<file path="src/common/vrc_pkg.sv">
// package: register map, field layout and link types for the reference control block
package vrc_pkg;
   // ----------------------------------------------------------------
   // register map
   // ----------------------------------------------------------------
   localparam logic [11:0] VRC_REFCTL_OFFSET = 12'h90C;
   localparam logic [7:0] VRC_REFCTL_RESET = 8'h00;
   // ----------------------------------------------------------------
   // field positions
   // ----------------------------------------------------------------
   localparam int VRC_REF_ON_BIT = 7;
   localparam int VRC_READY_BIT = 6;
   localparam int VRC_TS_ON_BIT = 5;
   localparam int VRC_TS_RANGE_BIT = 4;
   localparam int VRC_CMP_GAIN_LSB = 2;
   localparam int VRC_ADC_GAIN_LSB = 0;
   // bits software may write; the ready flag is excluded
   localparam logic [7:0] VRC_WRITE_MASK = 8'hBF;
   // ready flag value on this device
   localparam logic VRC_READY_VALUE = 1'b1;
   // ----------------------------------------------------------------
   // timing
   // ----------------------------------------------------------------
   localparam int VRC_CLK_HZ = 10000000;
   localparam int VRC_TS_SETTLE_MS = 200;
   localparam longint VRC_TS_SETTLE_CYC = longint'(VRC_TS_SETTLE_MS) * VRC_CLK_HZ / 1000;
   // ----------------------------------------------------------------
   // types
   // ----------------------------------------------------------------
   typedef enum logic [1:0] {
      VRC_GAIN_OFF,
      VRC_GAIN_X1,
      VRC_GAIN_X2,
      VRC_GAIN_X4
   } vrc_gain_t;
   // analog control bundle driven to reference, sensor and buffers
   typedef struct packed {
      logic ref_on;
      logic temp_sense_on;
      logic temp_range_high;
      vrc_gain_t comparator_buffer_gain;
      vrc_gain_t converter_buffer_gain;
      logic temp_to_adc;
   } vrc_analog_t;
endpackage : vrc_pkg

</file>
<file path="src/verilog/vrc_top.sv">
// reference control register bank with analog control outputs
//
// The AXI4-Lite slave port was decided locally.
`timescale 1ns/1ps
module vrc_top
   import vrc_pkg::*;
(
   input wire logic aclk,
   input wire logic aresetn,
   input wire logic [31:0] s_axi_awaddr,
   input wire logic s_axi_awvalid,
   output logic s_axi_awready,
   input wire logic [31:0] s_axi_wdata,
   input wire logic [3:0] s_axi_wstrb,
   input wire logic s_axi_wvalid,
   output logic s_axi_wready,
   output logic [1:0] s_axi_bresp,
   output logic s_axi_bvalid,
   input wire logic s_axi_bready,
   input wire logic [31:0] s_axi_araddr,
   input wire logic s_axi_arvalid,
   output logic s_axi_arready,
   output logic [31:0] s_axi_rdata,
   output logic [1:0] s_axi_rresp,
   output logic s_axi_rvalid,
   input wire logic s_axi_rready,
   output vrc_analog_t analog_ctl
);
   // ----------------------------------------------------------------
   // register storage
   // ----------------------------------------------------------------
   logic [7:0] reference_control_r, reference_control_nxt;
   vrc_analog_t analog_r, analog_nxt;
   logic wr_en;
   logic [7:0] wr_data;
   logic [7:0] rd_value;

   // bus front end; registered outputs throughout
   vrc_axil_slave u_bus (
      .aclk(aclk),
      .aresetn(aresetn),
      .s_axi_awaddr(s_axi_awaddr),
      .s_axi_awvalid(s_axi_awvalid),
      .s_axi_awready(s_axi_awready),
      .s_axi_wdata(s_axi_wdata),
      .s_axi_wstrb(s_axi_wstrb),
      .s_axi_wvalid(s_axi_wvalid),
      .s_axi_wready(s_axi_wready),
      .s_axi_bresp(s_axi_bresp),
      .s_axi_bvalid(s_axi_bvalid),
      .s_axi_bready(s_axi_bready),
      .s_axi_araddr(s_axi_araddr),
      .s_axi_arvalid(s_axi_arvalid),
      .s_axi_arready(s_axi_arready),
      .s_axi_rdata(s_axi_rdata),
      .s_axi_rresp(s_axi_rresp),
      .s_axi_rvalid(s_axi_rvalid),
      .s_axi_rready(s_axi_rready),
      .wr_en(wr_en),
      .wr_data(wr_data),
      .rd_value(rd_value)
   );

   // ----------------------------------------------------------------
   // register update
   // ----------------------------------------------------------------
   // ready bit is masked out of storage, so it never holds written data
   always_comb begin
      reference_control_nxt = reference_control_r;
      if (wr_en) begin
         reference_control_nxt = wr_data & VRC_WRITE_MASK;
      end
   end

   // readback: ready flag forced high, no settling model on this part
   always_comb begin
      rd_value = reference_control_r;
      rd_value[VRC_READY_BIT] = VRC_READY_VALUE;
   end

   // analog controls follow the stored fields one cycle later
   always_comb begin
      analog_nxt.ref_on = reference_control_r[VRC_REF_ON_BIT];
      analog_nxt.temp_sense_on = reference_control_r[VRC_TS_ON_BIT];
      analog_nxt.temp_range_high = reference_control_r[VRC_TS_RANGE_BIT];
      analog_nxt.comparator_buffer_gain =
         vrc_gain_t'(reference_control_r[VRC_CMP_GAIN_LSB +: 2]);
      analog_nxt.converter_buffer_gain =
         vrc_gain_t'(reference_control_r[VRC_ADC_GAIN_LSB +: 2]);
      // sensor path to the converter mux exists whenever the sensor is powered
      analog_nxt.temp_to_adc = reference_control_r[VRC_TS_ON_BIT];
   end

   always_ff @(posedge aclk) begin
      if (!aresetn) begin
         reference_control_r <= VRC_REFCTL_RESET;
         analog_r <= '0;
      end else begin
         reference_control_r <= reference_control_nxt;
         analog_r <= analog_nxt;
      end
   end

   assign analog_ctl = analog_r;

   // ----------------------------------------------------------------
   // assertions
   // ----------------------------------------------------------------
   a_ref_on_follows: assert property (@(posedge aclk) disable iff (!aresetn)
      wr_en ##2 1'b1 |-> analog_ctl.ref_on == $past(wr_data[VRC_REF_ON_BIT], 2))
      else $error("reference enable output does not follow write");
   a_ready_reads_one: assert property (@(posedge aclk) disable iff (!aresetn)
      s_axi_rvalid && s_axi_rresp == 2'h0 |-> s_axi_rdata[VRC_READY_BIT])
      else $error("ready flag read as zero");
   a_ts_on_follows: assert property (@(posedge aclk) disable iff (!aresetn)
      wr_en ##2 1'b1 |-> analog_ctl.temp_sense_on == $past(wr_data[VRC_TS_ON_BIT], 2))
      else $error("sensor enable output does not follow write");
   a_range_follows: assert property (@(posedge aclk) disable iff (!aresetn)
      wr_en ##2 1'b1 |-> analog_ctl.temp_range_high == $past(wr_data[VRC_TS_RANGE_BIT], 2))
      else $error("range select output does not follow write");
   a_cmp_gain_follows: assert property (@(posedge aclk) disable iff (!aresetn)
      wr_en ##2 1'b1 |-> analog_ctl.comparator_buffer_gain == $past(wr_data[3:2], 2))
      else $error("comparator gain output does not follow write");
   a_adc_gain_follows: assert property (@(posedge aclk) disable iff (!aresetn)
      wr_en ##2 1'b1 |-> analog_ctl.converter_buffer_gain == $past(wr_data[1:0], 2))
      else $error("converter gain output does not follow write");
   a_sensor_routed: assert property (@(posedge aclk) disable iff (!aresetn)
      analog_ctl.temp_to_adc == analog_ctl.temp_sense_on)
      else $error("sensor not routed to converter");
   a_ready_not_stored: assert property (@(posedge aclk) disable iff (!aresetn)
      wr_en |=> reference_control_r[VRC_READY_BIT] == 1'b0)
      else $error("ready flag took written data");
   a_write_resp_once: assert property (@(posedge aclk) disable iff (!aresetn)
      s_axi_bvalid && !s_axi_bready |=> s_axi_bvalid)
      else $error("write response dropped before taken");

   c_write_hit: cover property (@(posedge aclk) disable iff (!aresetn)
      wr_en && wr_data[VRC_REF_ON_BIT]);
   c_read_ok: cover property (@(posedge aclk) disable iff (!aresetn)
      s_axi_rvalid && s_axi_rready && s_axi_rresp == 2'h0);
   c_read_err: cover property (@(posedge aclk) disable iff (!aresetn)
      s_axi_rvalid && s_axi_rresp == 2'h2);
   c_gain_x4: cover property (@(posedge aclk) disable iff (!aresetn)
      analog_ctl.converter_buffer_gain == VRC_GAIN_X4);
   c_write_unmapped: cover property (@(posedge aclk) disable iff (!aresetn)
      s_axi_bvalid && s_axi_bresp == 2'h2);

   // ----------------------------------------------------------------
   // protocol, mirror and reset checks
   // ----------------------------------------------------------------
   // write side: a pending response blocks both address and data
   a_aw_blocked: assert property (@(posedge aclk) disable iff (!aresetn)
      s_axi_bvalid |-> !s_axi_awready && !s_axi_wready)
      else $error("write channel ready while response pending");
   a_bresp_held: assert property (@(posedge aclk) disable iff (!aresetn)
      s_axi_bvalid && !s_axi_bready |=> $stable(s_axi_bresp))
      else $error("write response code changed before taken");
   a_bresp_code: assert property (@(posedge aclk) disable iff (!aresetn)
      s_axi_bvalid |-> s_axi_bresp == 2'h0 || s_axi_bresp == 2'h2)
      else $error("write response code out of set");
   a_store_once: assert property (@(posedge aclk) disable iff (!aresetn)
      wr_en |=> !wr_en)
      else $error("one write stored twice");
   a_store_answered: assert property (@(posedge aclk) disable iff (!aresetn)
      wr_en |-> s_axi_bvalid)
      else $error("store without write response");
   a_no_stray_change: assert property (@(posedge aclk) disable iff (!aresetn)
      !wr_en |=> $stable(reference_control_r))
      else $error("register changed without a write");

   // read side: the answer stands unchanged until rready
   a_arready_pulse: assert property (@(posedge aclk) disable iff (!aresetn)
      s_axi_arready |=> !s_axi_arready)
      else $error("read address ready longer than one cycle");
   a_rvalid_held: assert property (@(posedge aclk) disable iff (!aresetn)
      s_axi_rvalid && !s_axi_rready |=> s_axi_rvalid)
      else $error("read data dropped before taken");
   a_rdata_held: assert property (@(posedge aclk) disable iff (!aresetn)
      s_axi_rvalid && !s_axi_rready |=> $stable(s_axi_rdata) && $stable(s_axi_rresp))
      else $error("read answer changed before taken");
   a_rdata_upper_zero: assert property (@(posedge aclk) disable iff (!aresetn)
      s_axi_rvalid |-> s_axi_rdata[31:8] == 24'h000000)
      else $error("read data upper bits not zero");
   a_err_reads_zero: assert property (@(posedge aclk) disable iff (!aresetn)
      s_axi_rvalid && s_axi_rresp == 2'h2 |-> s_axi_rdata == 32'h00000000)
      else $error("unmapped read returned data");

   // analog side tracks stored fields a cycle late; skipped right after reset
   a_ref_on_mirror: assert property (@(posedge aclk) disable iff (!aresetn)
      $past(aresetn) |-> analog_ctl.ref_on == $past(reference_control_r[VRC_REF_ON_BIT]))
      else $error("reference enable output differs from stored bit");
   a_ts_on_mirror: assert property (@(posedge aclk) disable iff (!aresetn)
      $past(aresetn) |-> analog_ctl.temp_sense_on == $past(reference_control_r[VRC_TS_ON_BIT]))
      else $error("sensor enable output differs from stored bit");
   a_range_mirror: assert property (@(posedge aclk) disable iff (!aresetn)
      $past(aresetn) |->
         analog_ctl.temp_range_high == $past(reference_control_r[VRC_TS_RANGE_BIT]))
      else $error("range select output differs from stored bit");
   a_cmp_mirror: assert property (@(posedge aclk) disable iff (!aresetn)
      $past(aresetn) |-> analog_ctl.comparator_buffer_gain ==
         $past(reference_control_r[VRC_CMP_GAIN_LSB +: 2]))
      else $error("comparator gain output differs from stored field");
   a_adc_mirror: assert property (@(posedge aclk) disable iff (!aresetn)
      $past(aresetn) |-> analog_ctl.converter_buffer_gain ==
         $past(reference_control_r[VRC_ADC_GAIN_LSB +: 2]))
      else $error("converter gain output differs from stored field");

   // reset: the synchronous clear shows at the very next edge
   // no disable here: the check is about the reset itself
   a_reset_clears: assert property (@(posedge aclk)
      !aresetn |=> reference_control_r == VRC_REFCTL_RESET && analog_ctl == '0)
      else $error("reset left a writable field set");
endmodule : vrc_top

</file>
<file path="src/verilog/vrc_axil_slave.sv">
// AXI4-Lite slave front end for the single reference control register
`timescale 1ns/1ps
module vrc_axil_slave
   import vrc_pkg::*;
(
   input wire logic aclk,
   input wire logic aresetn,
   input wire logic [31:0] s_axi_awaddr,
   input wire logic s_axi_awvalid,
   output logic s_axi_awready,
   input wire logic [31:0] s_axi_wdata,
   input wire logic [3:0] s_axi_wstrb,
   input wire logic s_axi_wvalid,
   output logic s_axi_wready,
   output logic [1:0] s_axi_bresp,
   output logic s_axi_bvalid,
   input wire logic s_axi_bready,
   input wire logic [31:0] s_axi_araddr,
   input wire logic s_axi_arvalid,
   output logic s_axi_arready,
   output logic [31:0] s_axi_rdata,
   output logic [1:0] s_axi_rresp,
   output logic s_axi_rvalid,
   input wire logic s_axi_rready,
   output logic wr_en,
   output logic [7:0] wr_data,
   input wire logic [7:0] rd_value
);
   // ----------------------------------------------------------------
   // write channel state
   // ----------------------------------------------------------------
   logic aw_have_r, aw_have_nxt;
   logic [31:0] aw_addr_r, aw_addr_nxt;
   logic w_have_r, w_have_nxt;
   logic [31:0] w_data_r, w_data_nxt;
   logic w_strb0_r, w_strb0_nxt;
   logic bvalid_r, bvalid_nxt;
   logic [1:0] bresp_r, bresp_nxt;
   logic wr_en_r, wr_en_nxt;
   logic [7:0] wr_data_r, wr_data_nxt;
   logic awready_r, awready_nxt;
   logic wready_r, wready_nxt;
   logic arready_r, arready_nxt;
   logic rvalid_r, rvalid_nxt;
   logic [31:0] rdata_r, rdata_nxt;
   logic [1:0] rresp_r, rresp_nxt;
   logic aw_hit, ar_hit;

   // address and data are caught in either order, answered once both are in
   always_comb begin
      aw_have_nxt = aw_have_r;
      aw_addr_nxt = aw_addr_r;
      w_have_nxt = w_have_r;
      w_data_nxt = w_data_r;
      w_strb0_nxt = w_strb0_r;
      bvalid_nxt = bvalid_r;
      bresp_nxt = bresp_r;
      wr_en_nxt = 1'b0;
      wr_data_nxt = wr_data_r;
      aw_hit = (aw_addr_r[31:2] == {20'h00000, VRC_REFCTL_OFFSET[11:2]});
      if (s_axi_awvalid && !aw_have_r && !bvalid_r) begin
         aw_have_nxt = 1'b1;
         aw_addr_nxt = s_axi_awaddr;
      end
      if (s_axi_wvalid && !w_have_r && !bvalid_r) begin
         w_have_nxt = 1'b1;
         w_data_nxt = s_axi_wdata;
         w_strb0_nxt = s_axi_wstrb[0];
      end
      if (aw_have_r && w_have_r && !bvalid_r) begin
         aw_have_nxt = 1'b0;
         w_have_nxt = 1'b0;
         bvalid_nxt = 1'b1;
         // unmapped address answers SLVERR and stores nothing
         bresp_nxt = aw_hit ? 2'h0 : 2'h2;
         wr_en_nxt = aw_hit && w_strb0_r;
         wr_data_nxt = w_data_r[7:0];
      end else if (bvalid_r && s_axi_bready) begin
         bvalid_nxt = 1'b0;
      end
      // readies registered so every top output leaves a flop
      awready_nxt = !aw_have_nxt && !bvalid_nxt;
      wready_nxt = !w_have_nxt && !bvalid_nxt;
   end

   always_ff @(posedge aclk) begin
      if (!aresetn) begin
         aw_have_r <= 1'b0;
         aw_addr_r <= 32'h00000000;
         w_have_r <= 1'b0;
         w_data_r <= 32'h00000000;
         w_strb0_r <= 1'b0;
         bvalid_r <= 1'b0;
         bresp_r <= 2'h0;
         wr_en_r <= 1'b0;
         wr_data_r <= 8'h00;
         awready_r <= 1'b1;
         wready_r <= 1'b1;
      end else begin
         aw_have_r <= aw_have_nxt;
         aw_addr_r <= aw_addr_nxt;
         w_have_r <= w_have_nxt;
         w_data_r <= w_data_nxt;
         w_strb0_r <= w_strb0_nxt;
         bvalid_r <= bvalid_nxt;
         bresp_r <= bresp_nxt;
         wr_en_r <= wr_en_nxt;
         wr_data_r <= wr_data_nxt;
         awready_r <= awready_nxt;
         wready_r <= wready_nxt;
      end
   end

   // ----------------------------------------------------------------
   // read channel: arready is a registered one-cycle pulse
   // ----------------------------------------------------------------
   always_comb begin
      arready_nxt = 1'b0;
      rvalid_nxt = rvalid_r;
      rdata_nxt = rdata_r;
      rresp_nxt = rresp_r;
      ar_hit = (s_axi_araddr[31:2] == {20'h00000, VRC_REFCTL_OFFSET[11:2]});
      if (s_axi_arvalid && !arready_r && !rvalid_r) begin
         arready_nxt = 1'b1;
         rvalid_nxt = 1'b1;
         rdata_nxt = ar_hit ? {24'h000000, rd_value} : 32'h00000000;
         rresp_nxt = ar_hit ? 2'h0 : 2'h2;
      end else if (rvalid_r && s_axi_rready) begin
         rvalid_nxt = 1'b0;
      end
   end

   always_ff @(posedge aclk) begin
      if (!aresetn) begin
         arready_r <= 1'b0;
         rvalid_r <= 1'b0;
         rdata_r <= 32'h00000000;
         rresp_r <= 2'h0;
      end else begin
         arready_r <= arready_nxt;
         rvalid_r <= rvalid_nxt;
         rdata_r <= rdata_nxt;
         rresp_r <= rresp_nxt;
      end
   end

   assign s_axi_awready = awready_r;
   assign s_axi_wready = wready_r;
   assign s_axi_bvalid = bvalid_r;
   assign s_axi_bresp = bresp_r;
   assign s_axi_arready = arready_r;
   assign s_axi_rvalid = rvalid_r;
   assign s_axi_rdata = rdata_r;
   assign s_axi_rresp = rresp_r;
   assign wr_en = wr_en_r;
   assign wr_data = wr_data_r;
endmodule : vrc_axil_slave

</file>
<file path="config.mk">
export PLATFORM = sky130hd
export DESIGN_NAME = vrc_top
export DESIGN_NICKNAME = d
export VERILOG_FILES = /design/src/common/vrc_pkg.sv /design/src/verilog/vrc_top.sv /design/src/verilog/vrc_axil_slave.sv
export SDC_FILE = /design/constraint.sdc
export NUM_CORES = 1
export LEC_CHECK = 0
export BUFFER_PORTS_ARGS = -buffer_cell sky130_fd_sc_hd__clkbuf_2
export CAP_MARGIN = 10
export CORE_MARGIN = 2
export CORE_UTILIZATION = 40
export CTS_BUF_LIST = sky130_fd_sc_hd__clkbuf_16
export DETAILED_ROUTE_END_ITERATION = 12
export PLACE_DENSITY_LB_ADDON = 0.3
export SLEW_MARGIN = 15
export SYNTH_ARGS = -nofsm -noshare
export SYNTH_HDL_FRONTEND = slang
export SYNTH_HIERARCHICAL = 1
export SYNTH_SLANG_ARGS = --single-unit
</file>
<file path="constraint.sdc">
create_clock -name aclk -period 1.7 [get_ports aclk]
set_input_delay 0.255 -clock aclk [delete_from_list [all_inputs] [get_ports aclk]]
set_output_delay 0.255 -clock aclk [all_outputs]
set_load 0.02 [all_outputs]
</file>
### Word-level counts from Yosys, hierarchy flattened

Index checks and enable logic that the tools add are counted.

* register bits: 107
* latch bits: 0
* RAM bits: 0
* bits in read-only memories: 0
* output and inout bits: 49
* memories kept: 0

* add/sub/neg operators: 0
* multiply operators: 0
* divide/modulo/power cells: 0
* $lt $le $gt $ge: 0
* equality and inequality tests: 2
* shift operators: 0
* mux-type cells: 12
* bitwise gates (word level): 0
* reductions and logical operators: 23

Operators with widths (count)
* 30-bit by 10-bit equality test with 1-bit output, second input constant: 2
* 1-bit logical AND: 13
* 1-bit 2-to-1 mux: 9
* 1-bit zero test: 8
* 8-bit 2-to-1 mux: 1
* 2-bit 2-to-1 mux: 2
* 2-bit AND reduction: 1
* 2-bit nonzero test: 1

### Logic depth before layout (Yosys ltp)

Gate-level depths: netlist of run 1.

* word-level depth: 7
* gate-level depth with buffers: 6

### Hierarchy

Netlist of run 1, hierarchy kept.

By module, submodules not included
* vrc_axil_slave: times used 1, cells an instance 298, area an instance 2727.6 um^2, seq. area each 1301.2 um^2
* vrc_top: times used 1, cells an instance 39, area an instance 465.4 um^2, seq. area each 280.3 um^2

### Worst setup path before layout of run 1

No wires, ideal clock.

* kind: input to register
* start point: in s_axi_araddr[18]
* end point: reg u_bus.rdata_r[0] (netlist: u_bus/s_axi_rdata[0])
* library setup time: 0.073 ns
* arrival time: 1.219 ns
* data required time: 1.627 ns
* path slack: 0.409 ns
* cell stages on the path: 5
* cells stage by stage: nor4b_2 > nand4_1 > or3_1 > buf_6 > o22ai_2

* word-level cells in the longest chain between the ends: 2

Ends and longest elaborated chain
* start: declaration: line vrc_top.sv:20 `input wire logic [31:0] s_axi_araddr,`
* 30-bit by 10-bit equality test with 1-bit output: line vrc_axil_slave.sv:122 `ar_hit = (s_axi_araddr[31:2] == {20'h00000, VRC_REFCTL_OFFSET[11:2]});`
* 8-bit 2-to-1 mux: line vrc_axil_slave.sv:126 `rdata_nxt = ar_hit ? {24'h000000, rd_value} : 32'h00000000;`
* end signal: assignment: line vrc_axil_slave.sv:142 `rdata_r <= rdata_nxt;`
* end: declaration: line vrc_axil_slave.sv:45 `logic [31:0] rdata_r, rdata_nxt;`

Every way passes these cells.
A chain may end at the register's enable or synchronous reset.

### Worst setup path after layout of run 1

* start point: reg u_bus.aw_addr_r[24]
* end point: reg u_bus.wr_en_r (netlist: u_bus/wr_en)

* word-level cells in the longest chain between the ends: 2

Ends and longest elaborated chain
* start: declaration: line vrc_axil_slave.sv:33 `logic [31:0] aw_addr_r, aw_addr_nxt;`
* start signal: assignment: line vrc_axil_slave.sv:101 `aw_addr_r <= aw_addr_nxt;`
* 30-bit by 10-bit equality test with 1-bit output: line vrc_axil_slave.sv:60 `aw_hit = (aw_addr_r[31:2] == {20'h00000, VRC_REFCTL_OFFSET[11:2]});`
* 1-bit logical AND: line vrc_axil_slave.sv:76 `wr_en_nxt = aw_hit && w_strb0_r;`
* end signal: assignment: line vrc_axil_slave.sv:107 `wr_en_r <= wr_en_nxt;`
* end: declaration: line vrc_axil_slave.sv:39 `logic wr_en_r, wr_en_nxt;`

Every way passes these cells.

==> results of run 1 <==
==> stage by stage <==
step / std cells / utilization [%] / instance area, um2
finish: 531 / 51.3 / 3920
global route: 531 / 51.3 / 3920
CTS: 531 / 51.3 / 3920
detailed placement: 515 / 47.2 / 3610
global placement: 515 / 47.2 / 3610
floorplan: 357 / - / 3220
==> placed cells by master (no fill, tap or decap), drive strengths merged <==
master,count
nor4b,4
nor2,5
nand4,3
o21ai,2
bufinv,2
a22o,7
and3,1
dfxtp,77
nor4,9
a21boi,30
a21oi,1
and4b,1
mux2i,15
clkbuf,106
nand3b,1
nor3,2
buf,7
nand2,74
conb,27
and2,9
nand3,9
o21a,4
nor2b,16
clkinv,3
nor3b,2
o22ai,8
inv,3
or3,1
==> final cells by class <==
type | instances | area [um2] | share of cell area, %
flip-flops and latches | 77 | 1540 | 39.3
multi-input cells | 231 | 1380 | 35.1
clock buffers | 9 | 225 | 5.75
repair buffers | 104 | 563 | 14.4
well taps | 102 | 128 | 3.26
inverters | 1 | 3.75 | 0.0958
clock inverters | 7 | 82.6 | 2.11
==> state kept, by name, summed over array words and instances, names as in the netlist <==
name and flops:
analog_ctl 7, reference_control_r 7, u_bus/aw_addr_r 30, u_bus/aw_have_r 1, u_bus/s_axi_arready 1, u_bus/s_axi_awready 1
u_bus/s_axi_bresp 1, u_bus/s_axi_bvalid 1, u_bus/s_axi_rdata 8, u_bus/s_axi_rresp 1, u_bus/s_axi_rvalid 1, u_bus/s_axi_wready 1
u_bus/w_data_r 7, u_bus/w_have_r 1, u_bus/w_strb0_r 1, u_bus/wr_data 7, u_bus/wr_en 1
==> worst reg2reg max path, delay by kind of cell (launching register included) <==
kind | cells | cell delay [ps]
AND/OR/NAND/NOR | 4 | 1170
flip-flops | 1 | 310
==> path summary, 6_finish.rpt <==
| check | cells after the start | to | slack (ps) | start |
|---|---|---|---|---|
| hold / removal | 3 | u_bus/aw_addr_r[23] | 140 | s_axi_awaddr[23] |
| hold reg to reg | 2 | u_bus/aw_addr_r[22] | 460 | u_bus/aw_addr_r[22] |
| setup reg to reg | 4 | u_bus/wr_en | 180 | u_bus/aw_addr_r[24] |
| setup / recovery | 4 | u_bus/wr_en | 180 | u_bus/aw_addr_r[24] |
==> metal layers <==
metal / track usage, % / part of all wire [%]
met1: 18.0 / 45
met3: 5.53 / 7.6
met2: 24.6 / 45
met4: 6.34 / 1.9
met5: 0 / 0
==> report_power, final <==
part,internal [mW],switching [mW]
combinational,0.191,0.263
clock,1.27,0.703
sequential,1.89,0.0472
total,3.35,1.01
==> results.md, run 1 <==
* Req. time, crit path at 1970 ps
* WP buf/inv at 0
* Post-DP HPWL at 4.56 mm
* Clock sink total at 77
* Initial drt markers at 56
* Post-DRT Antenna Nets at 0
* LEAKAGE at 1.69 nW
* Number of setup buffers added after CTS at 0
* Initial antenna violation count at 0
* Final setup fails at 0
* Top cell family by delay on the critical path: simple AND/OR/NAND/NOR gates
* Wirelength per Cell at 11.7 um
* Mapped Cells at 332
* CP max FO at 2
* Critical path's largest stage delay at roughly 400 ps
* Pin count of the biggest net entering global routing at 31
* CTS buffer count at 9
* Hold Slack at between 100 and 150 ps
* Final worst path period share at 89.7%
* Minimum clock period at around 1500 ps
* Mapped Area at roughly 0.0031 mm2
* Starting Density at around two fifths
* Synthesis-to-finish area growth at 25.3%
* Worst path cell trace: nor4_1 > nand4_1 > nor3_1 > and3_1
* Fin. max-slew vios at 0
* Post-DR vias/cell at 4.63
* CP arrival at 1800 ps
* Number of diodes at 0
* Routed wire length at 6.21 mm
* Max-cap viol count at 0
* YS warnings at 6
* Cts repair resizes at 0
* Final #Nets at around 530
* First-pass GRT wire length at 10.2 mm
* Dpl ws at ~56 ps
* Setup Total Neg Slack at 0 ps
* GR Util All Layers at 15.1%
* Startpoint type of the worst setup path: flip-flop
* CP Class: reg -> reg
* Final worst setup slack at 175 ps
* Row count at 32
* First drt pass iteration count at 4
* Gp weighted congestion at 0.721
* Endpoint type of the worst setup path: flip-flop
* Vias at 2457
* Worst Hold Class: in -> reg
* Peak supply drop at 626 uV
* Status: finished, final reports clean
* Design Power at 4.36 mW
* Hold Fails Final Rpt at 0
* Grt ovf at 0
* Port bufs at 97
* Synthesized area per cell at around 9.4 um2
* Root buf cell: clkbuf_16
* P per Cell Area at ~1100 mW/mm2
* CTS tree: yes
* Worst-skew pair later-pin latency at ~330 ps
* FILL cells at approximately 740
* Die Y at about 90 um
* Die W at 92.4 um
* Crit-path slowest cell: nor4_1
* Die area at 0.00854 mm2
* RSZ-0062 raised after global routing: no
* Core Region at 0.00765 mm2
* CTS clk-pin slew, worst paths at roughly 60 ps
* Clock tree buffer depth at 2
* I/O pins at roughly 160
* Share of cells above drive strength 1 at 30.5%
* Skew final at 4.90 ps
* H-tree levels at 3
* Vias in the first global route at 2333
* F_max at around 0.66 GHz
* DR DRC count at 0
* CTS Hold Buffers Added at 0
(Power assumes the default switching activity.)
==> inputs of run 2 (changes only) <==
CORE_ASPECT_RATIO = 1.1   (was default)
==> run 2 against run 1 <==
Compared with the run above: sequential cell count unchanged; total power about the same; non-clock buffer count unchanged; routed wire length down 0.24%; global-route usage grew 0.051 points; largest power group unchanged.
==> results.md, run 2 (synthesized netlist as in run 1, its figures left out) <==
* Status: finished, final reports clean
* Root buf cell: clkbuf_16
* First drt pass iteration count at 4 (unchanged)
* Skew final at 2.49 ps (-2.41 ps)
* FF-to-FF Start: u_bus/aw_addr_r[24]
* Worst Hold Class: in -> reg
* I/O pins at 156 (unchanged)
* Hold Slack at 145 ps (+3.32 ps)
* Worst Hold Path Cells at 3 (unchanged)
* Wirelength per Cell at 11.6 um (-0.80%)
* Startpoint type of the worst setup path: flip-flop
* Post-DP HPWL at 4.61 mm (+1.1%)
* Final #Nets at 531 (unchanged)
* Hold Startpoint: s_axi_awaddr[24]
* Worst-skew pair later-pin latency at 320 ps (about the same)
* Die Y at 96.7 um (+4.7%)
* Post-DR vias/cell at 4.56 (-1.5%)
* Met1 usage at 17.2% (-0.77 points)
* CTS clk-pin slew, worst paths at 60 ps (about the same)
* F_max at 0.666 GHz (+1.5%)
* CTS buffer count at 9 (unchanged)
* Initial antenna violation count at 0 (unchanged)
* P per Cell Area at 1120 mW/mm2 (+0.39%)
* Grt met3 use at 2.90% (-2.6 points)
* Logic gate share of total power at 10.0% (-0.4 points)
* Req. time, crit path at 1970 ps (about the same)
* P_int at 3.35 mW (about the same)
* LEAKAGE at 1.67 nW (-1.2%)
* Clock sink total at 77 (unchanged)
* Minimum clock period at 1500 ps (-22.4 ps)
* CTS tree: yes
* Commonest cells after routing, fill and taps aside: clkbuf_2 (97), dfxtp_1 (77), nand2_1 (74), conb_1 (27), a21boi_0 (23)
* Number of setup buffers added after CTS at 0 (unchanged)
* GR Util All Layers at 15.2% (+0.051 points)
* Routed wire length at 6.20 mm (-0.24%)
* Die area at 0.00854 mm2 (about the same)
* Die W at 88.3 um (-4.5%)
* Layout Cells excl Fill at 534 (+0.56%)
* Cells after DPL at 518 (+0.58%)
* Reg2Reg Setup Slack at 200 ps (+20 ps)
* Gp weighted congestion at 0.700 (-2.8%)
* H-tree levels at 3 (unchanged)
* Grt ovf at 0 (unchanged)
* Busiest layer in global routing: met2
* FILL cells at 716 (-3.1%)
* Switching share of power at 23.3% (+0.090 points)
* Endpoint type of the worst setup path: flip-flop
* Largest register by flop count: u_bus/aw_addr_r
* Max-cap viol count at 0 (unchanged)
* Row count at 33 (+3.1%)
* Final worst path period share at 88.4% (-1.3 points)
* Worst Hold End: u_bus/aw_addr_r[24]
* Clock tree buffer depth at 2 (unchanged)
* Setup Total Neg Slack at 0 ps (unchanged)
* First-pass GRT wire length at 10.3 mm (+1.0%)
* Vias in the first global route at 2375 (+1.8%)
* CTS Hold Buffers Added at 0 (unchanged)
* Final setup fails at 0 (unchanged)
* Share of total power in the clock network at 45.6% (+0.5 points)
* Starting Density at 41.6% (+0.72 points)
* Area of the multi-input gates at 0.00138 mm2 (unchanged)
* Synthesis-to-finish area growth at 24.9%
* Port bufs at 97 (unchanged)
* Switching power at 1.02 mW (+0.43%)
* Initial drt markers at 80 (+43%)
* CP arrival at 1770 ps (-30 ps)
* RSZ-0062 raised after global routing: no
* Cts repair resizes at 0 (unchanged)
* Pin count of the biggest net entering global routing at 34 (+9.7%)
* Fin. max-slew vios at 0 (unchanged)
* Worst reg2reg endpoint: u_bus/wr_en
* Vias at 2434 (-0.94%)
* Commonest non-fill, non-tap cell in the layout: clkbuf_2
* R2R cell count at 4 (unchanged)
* CP max FO at 2 (unchanged)
* Largest register FFs at 30 (unchanged)
* GR Layer Usage met2 at 26.5% (+1.9 points)
* Core Region at 0.00751 mm2 (-1.7%)
* Design Power at 4.36 mW (about the same)
* CP Class: reg -> reg
* Peak supply drop at 461 uV (-26%)
* Register area at 0.00154 mm2 (unchanged)
* DR DRC count at 0 (unchanged)
* Sequential share of power at 44.4% (about the same)
* Hold Fails Final Rpt at 0 (unchanged)
* Number of diodes at 0 (unchanged)
* Share of cells above drive strength 1 at 31.0% (+0.47 points)
* Post-DRT Antenna Nets at 0 (unchanged)
-- run 2: changes by cell type in the layout (fill, tap and decap cells not counted), sizes merged --
| cell | change |
|---|---|
| inv | -2 |
| clkinvlp | +2 |
-- run 2: worst max path at each step --
stage | start | to | slack (ps) | depth (start not counted)
global route | u_bus/aw_addr_r[24] | u_bus/wr_en | 50 | 4
global placement | s_axi_araddr[18] | u_bus/s_axi_rdata[4] | 130 | 5
finish | u_bus/aw_addr_r[24] | u_bus/wr_en | 200 | 4
floorplan | s_axi_araddr[18] | u_bus/s_axi_rdata[0] | 410 | 5
CTS | u_bus/aw_addr_r[24] | u_bus/wr_en | 150 | 4
detailed placement | s_axi_araddr[7] | u_bus/s_axi_rdata[4] | 100 | 5
-- run 2: worst max-delay path: stages (launching register included) --
cell     delay, ps
dfxtp_1        310
nor4_1         400
nand4_1        160
nor3_1         360
and3_1         210
-- run 2: metal layers --
layer | vias up | routed length, um
met5 | - | 0
met4 | 0 | 141
met3 | 11 | 382
met2 | 89 | 3010
met1 | 1091 | 2660
li1 | 1243 | -
-- run 2: power groups by stage --
stage | sequential (mW) | clock [mW] | combinational (mW)
2_1_floorplan | 1.98 | 0 | 0.314
3_3_place_gp | 1.97 | 0 | 0.432
3_5_place_dp | 1.98 | 0 | 0.440
4_1_cts | 1.94 | 2.03 | 0.441
5_1_grt | 1.95 | 2.09 | 0.494
6_report | 1.94 | 1.99 | 0.437
-- run 2: final cells by class --
| type | instances | area share [%] |
|---|---|---|
| Sequential cell | 77 | 39.5 |
| Multi-Input combinational cell | 231 | 35.2 |
| Timing Repair Buffer | 104 | 13.8 |
| Clock buffer | 9 | 5.77 |
| Tap cell | 105 | 3.36 |
| Clock inverter | 7 | 2.31 |
| Inverter | 1 | 0.0961 |
-- run 2: metrics by stage --
| stage | worst slack [ps] | util (%) | area, um2 |
|---|---|---|---|
| 2_1_floorplan | 409 | - | 3220 |
| 3_3_place_gp | 130 | 47.8 | 3590 |
| 3_5_place_dp | 105 | 47.8 | 3590 |
| 4_1_cts | 147 | 52.0 | 3910 |
| 5_1_grt | 51.6 | 52.0 | 3910 |
| 6_report | 198 | 52.0 | 3910 |
==> inputs of run 3 (changes only) <==
ABC_AREA = 1   (was default)
clock period = 1.6 ns   (was 1.7 ns; I/O delays follow)
==> run 3 against run 2 <==
Compared with the run above: synthesized cell count up 25%; routed wire length down 2.5%; area after synthesis increased by 2.3%; register-to-register slack better by 120 ps; largest power group is now registers; fmax rose by 17%.
==> results.md, run 3 <==
* Status: finished, final reports clean
* P_int at 3.31 mW (-1.1%)
* Vias at 2639 (+8.4%)
* Worst path cell trace: inv_2 > nand3_4 > inv_4 > nor2_1 > nor2_1
* Grt ovf at 0 (unchanged)
* Cts repair resizes at 0 (unchanged)
* Commonest non-fill, non-tap cell in the layout: clkbuf_2
* Die W at 89.3 um (+1.1%)
* Pin count of the biggest net entering global routing at 43 (+26%)
* Wirelength per Cell at 9.65 um (-17%)
* LEAKAGE at 1.94 nW (+16%)
* Worst Hold Class: in -> reg
* Clock tree buffer depth at 2 (unchanged)
* WL met3 at 379 um (-0.79%)
* Core Region at 0.00783 mm2 (+4.2%)
* Final #Nets at 620 (+17%)
* WP buf/inv at 2 (+2)
* YS warnings at 6 (unchanged)
* H-tree levels at 3 (unchanged)
* Gp weighted congestion at 0.745 (+6.4%)
* Fin. max-slew vios at 0 (unchanged)
* Port bufs at 97 (unchanged)
* Hold Slack at 146 ps (+0.861 ps)
* Sequential share of power at 46.2% (+1.8 points)
* P per Cell Area at 1150 mW/mm2 (+2.9%)
* Post-DRT Antenna Nets at 0 (unchanged)
* Req. time, crit path at 1860 ps (-110 ps)
* Final core occ at 50.2% (-1.8 points)
* Commonest cells after routing, fill and taps aside: clkbuf_2 (97), nor2_1 (85), dfxtp_1 (77), nand2_1 (61), inv_1 (52)
* Routed wire length at 6.04 mm (-2.5%)
* Final worst path period share at 80.4% (-7.9 points)
* Die Y at 97.8 um (+1.1%)
* CTS Hold Buffers Added at 0 (unchanged)
* Starting Density at 40.9% (-0.75 points)
* Dpl ws at 306 ps (+202 ps)
* Mapped Cells at 416 (+25%)
* Largest register FFs at 30 (unchanged)
* CTS tree: yes
* Die area at 0.00873 mm2 (+2.2%)
* Switching share of power at 26.8% (+3.4 points)
* Startpoint type of the worst setup path: flip-flop
* Top layer in use: met4
* Vias in the first global route at 2415 (+1.7%)
* Max-cap viol count at 0 (unchanged)
* I/O pins at 156 (unchanged)
* Hold Fails Final Rpt at 0 (unchanged)
* CTS clk-pin slew, worst paths at 60 ps (about the same)
* CTS buffer count at 9 (unchanged)
* First-pass GRT wire length at 10.1 mm (-2.1%)
* Setup Total Neg Slack at 0 ps (unchanged)
* Peak supply drop at 661 uV (+43%)
* Minimum clock period at 1290 ps (-215 ps)
* Final worst setup slack at 313 ps (+115 ps)
* Share of total power in the clock network at 41.6% (-4.0 points)
* Clock sink total at 77 (unchanged)
* Synthesized area per cell at 7.69 um2 (-18%)
* Logic gate share of total power at 12.1% (+2.1 points)
* Final setup fails at 0 (unchanged)
* Worst-skew pair later-pin latency at 330 ps (about the same)
* Post-DR vias/cell at 4.22 (-7.5%)
* Switching power at 1.21 mW (+19%)
* Skew final at 7.36 ps (+4.86 ps)
* Synthesis-to-finish area growth at 22.9%
* Top cell family by delay on the critical path: simple AND/OR/NAND/NOR gates
* CP most frequent cell: nor2_1
* Critical path's largest stage delay at 320 ps (-80 ps)
* Crit-path slowest cell: nand3_4
* Share of cells above drive strength 1 at 25.7% (-5.3 points)
* GR Util All Layers at 14.7% (-0.50 points)
* Met1 wire length at 2.63 mm (-1.1%)
* Reg2Reg Setup Slack at 310 ps (+120 ps)
* DR DRC count at 0 (unchanged)
* Initial drt markers at 97 (+21%)
* RSZ-0062 raised after global routing: no
* Initial antenna violation count at 0 (unchanged)
* Endpoint type of the worst setup path: flip-flop
* Number of diodes at 0 (unchanged)
* CP arrival at 1550 ps (-220 ps)
* First drt pass iteration count at 4 (unchanged)
* CP max FO at 42 (+40)
* Post-DP HPWL at 4.60 mm (about the same)
* Design Power at 4.52 mW (+3.6%)
* Largest register by flop count: u_bus/aw_addr_r
* DR WL met2 at 2.91 mm (-3.5%)
* Mapped Area at 0.00320 mm2 (+2.3%)
* F_max at 0.777 GHz (+17%)
* CP Class: reg -> reg
* Row count at 34 (+3.0%)
* Number of setup buffers added after CTS at 0 (unchanged)
* FILL cells at 831 (+16%)
* Root buf cell: clkbuf_16
-- run 3: through the flow --
| stage | std cells | area (um2) |
|---|---|---|
| floorplan | 441 | 3290 |
| global placement | 610 | 3650 |
| detailed placement | 610 | 3650 |
| CTS | 626 | 3930 |
| global route | 626 | 3930 |
| finish | 626 | 3930 |
-- run 3: routing by layer --
layer	global-route usage, %	vias to the layer above
li1	-	1425
met1	16.5	1126
met2	25.6	79
met3	2.79	9
met4	7.46	0
met5	0	-
-- run 3: final cells by class --
class / instances / area [um2] / share of cell area [%]
Tap cell: 108 / 135 / 3.44
Clock inverter: 7 / 56.3 / 1.43
Sequential cell: 77 / 1540 / 39.2
Clock buffer: 9 / 225 / 5.73
Inverter: 58 / 223 / 5.67
Multi-Input combinational cell: 266 / 1230 / 31.4
Timing Repair Buffer: 101 / 515 / 13.1
-- run 3: worst paths after layout --
path                                          from             endpoint  depth (start not counted)
worst min register to register     u_bus/w_strb0_r          u_bus/wr_en                          2
worst min-delay path                  s_axi_bready   u_bus/s_axi_bvalid                          2
worst max-delay path            u_bus/s_axi_bvalid  u_bus/aw_addr_r[17]                          5
worst max register to register  u_bus/s_axi_bvalid  u_bus/aw_addr_r[17]                          5
-- run 3: power groups by stage --
stage                     logic [mW]  clock network, mW  registers (mW)
final                          0.548               1.88            2.09
after global routing           0.628               2.01            2.10
after CTS                      0.555               1.93            2.09
after detailed placement       0.553                  0            2.13
after global placement         0.542                  0            2.13
after floorplan                0.424                  0            2.14
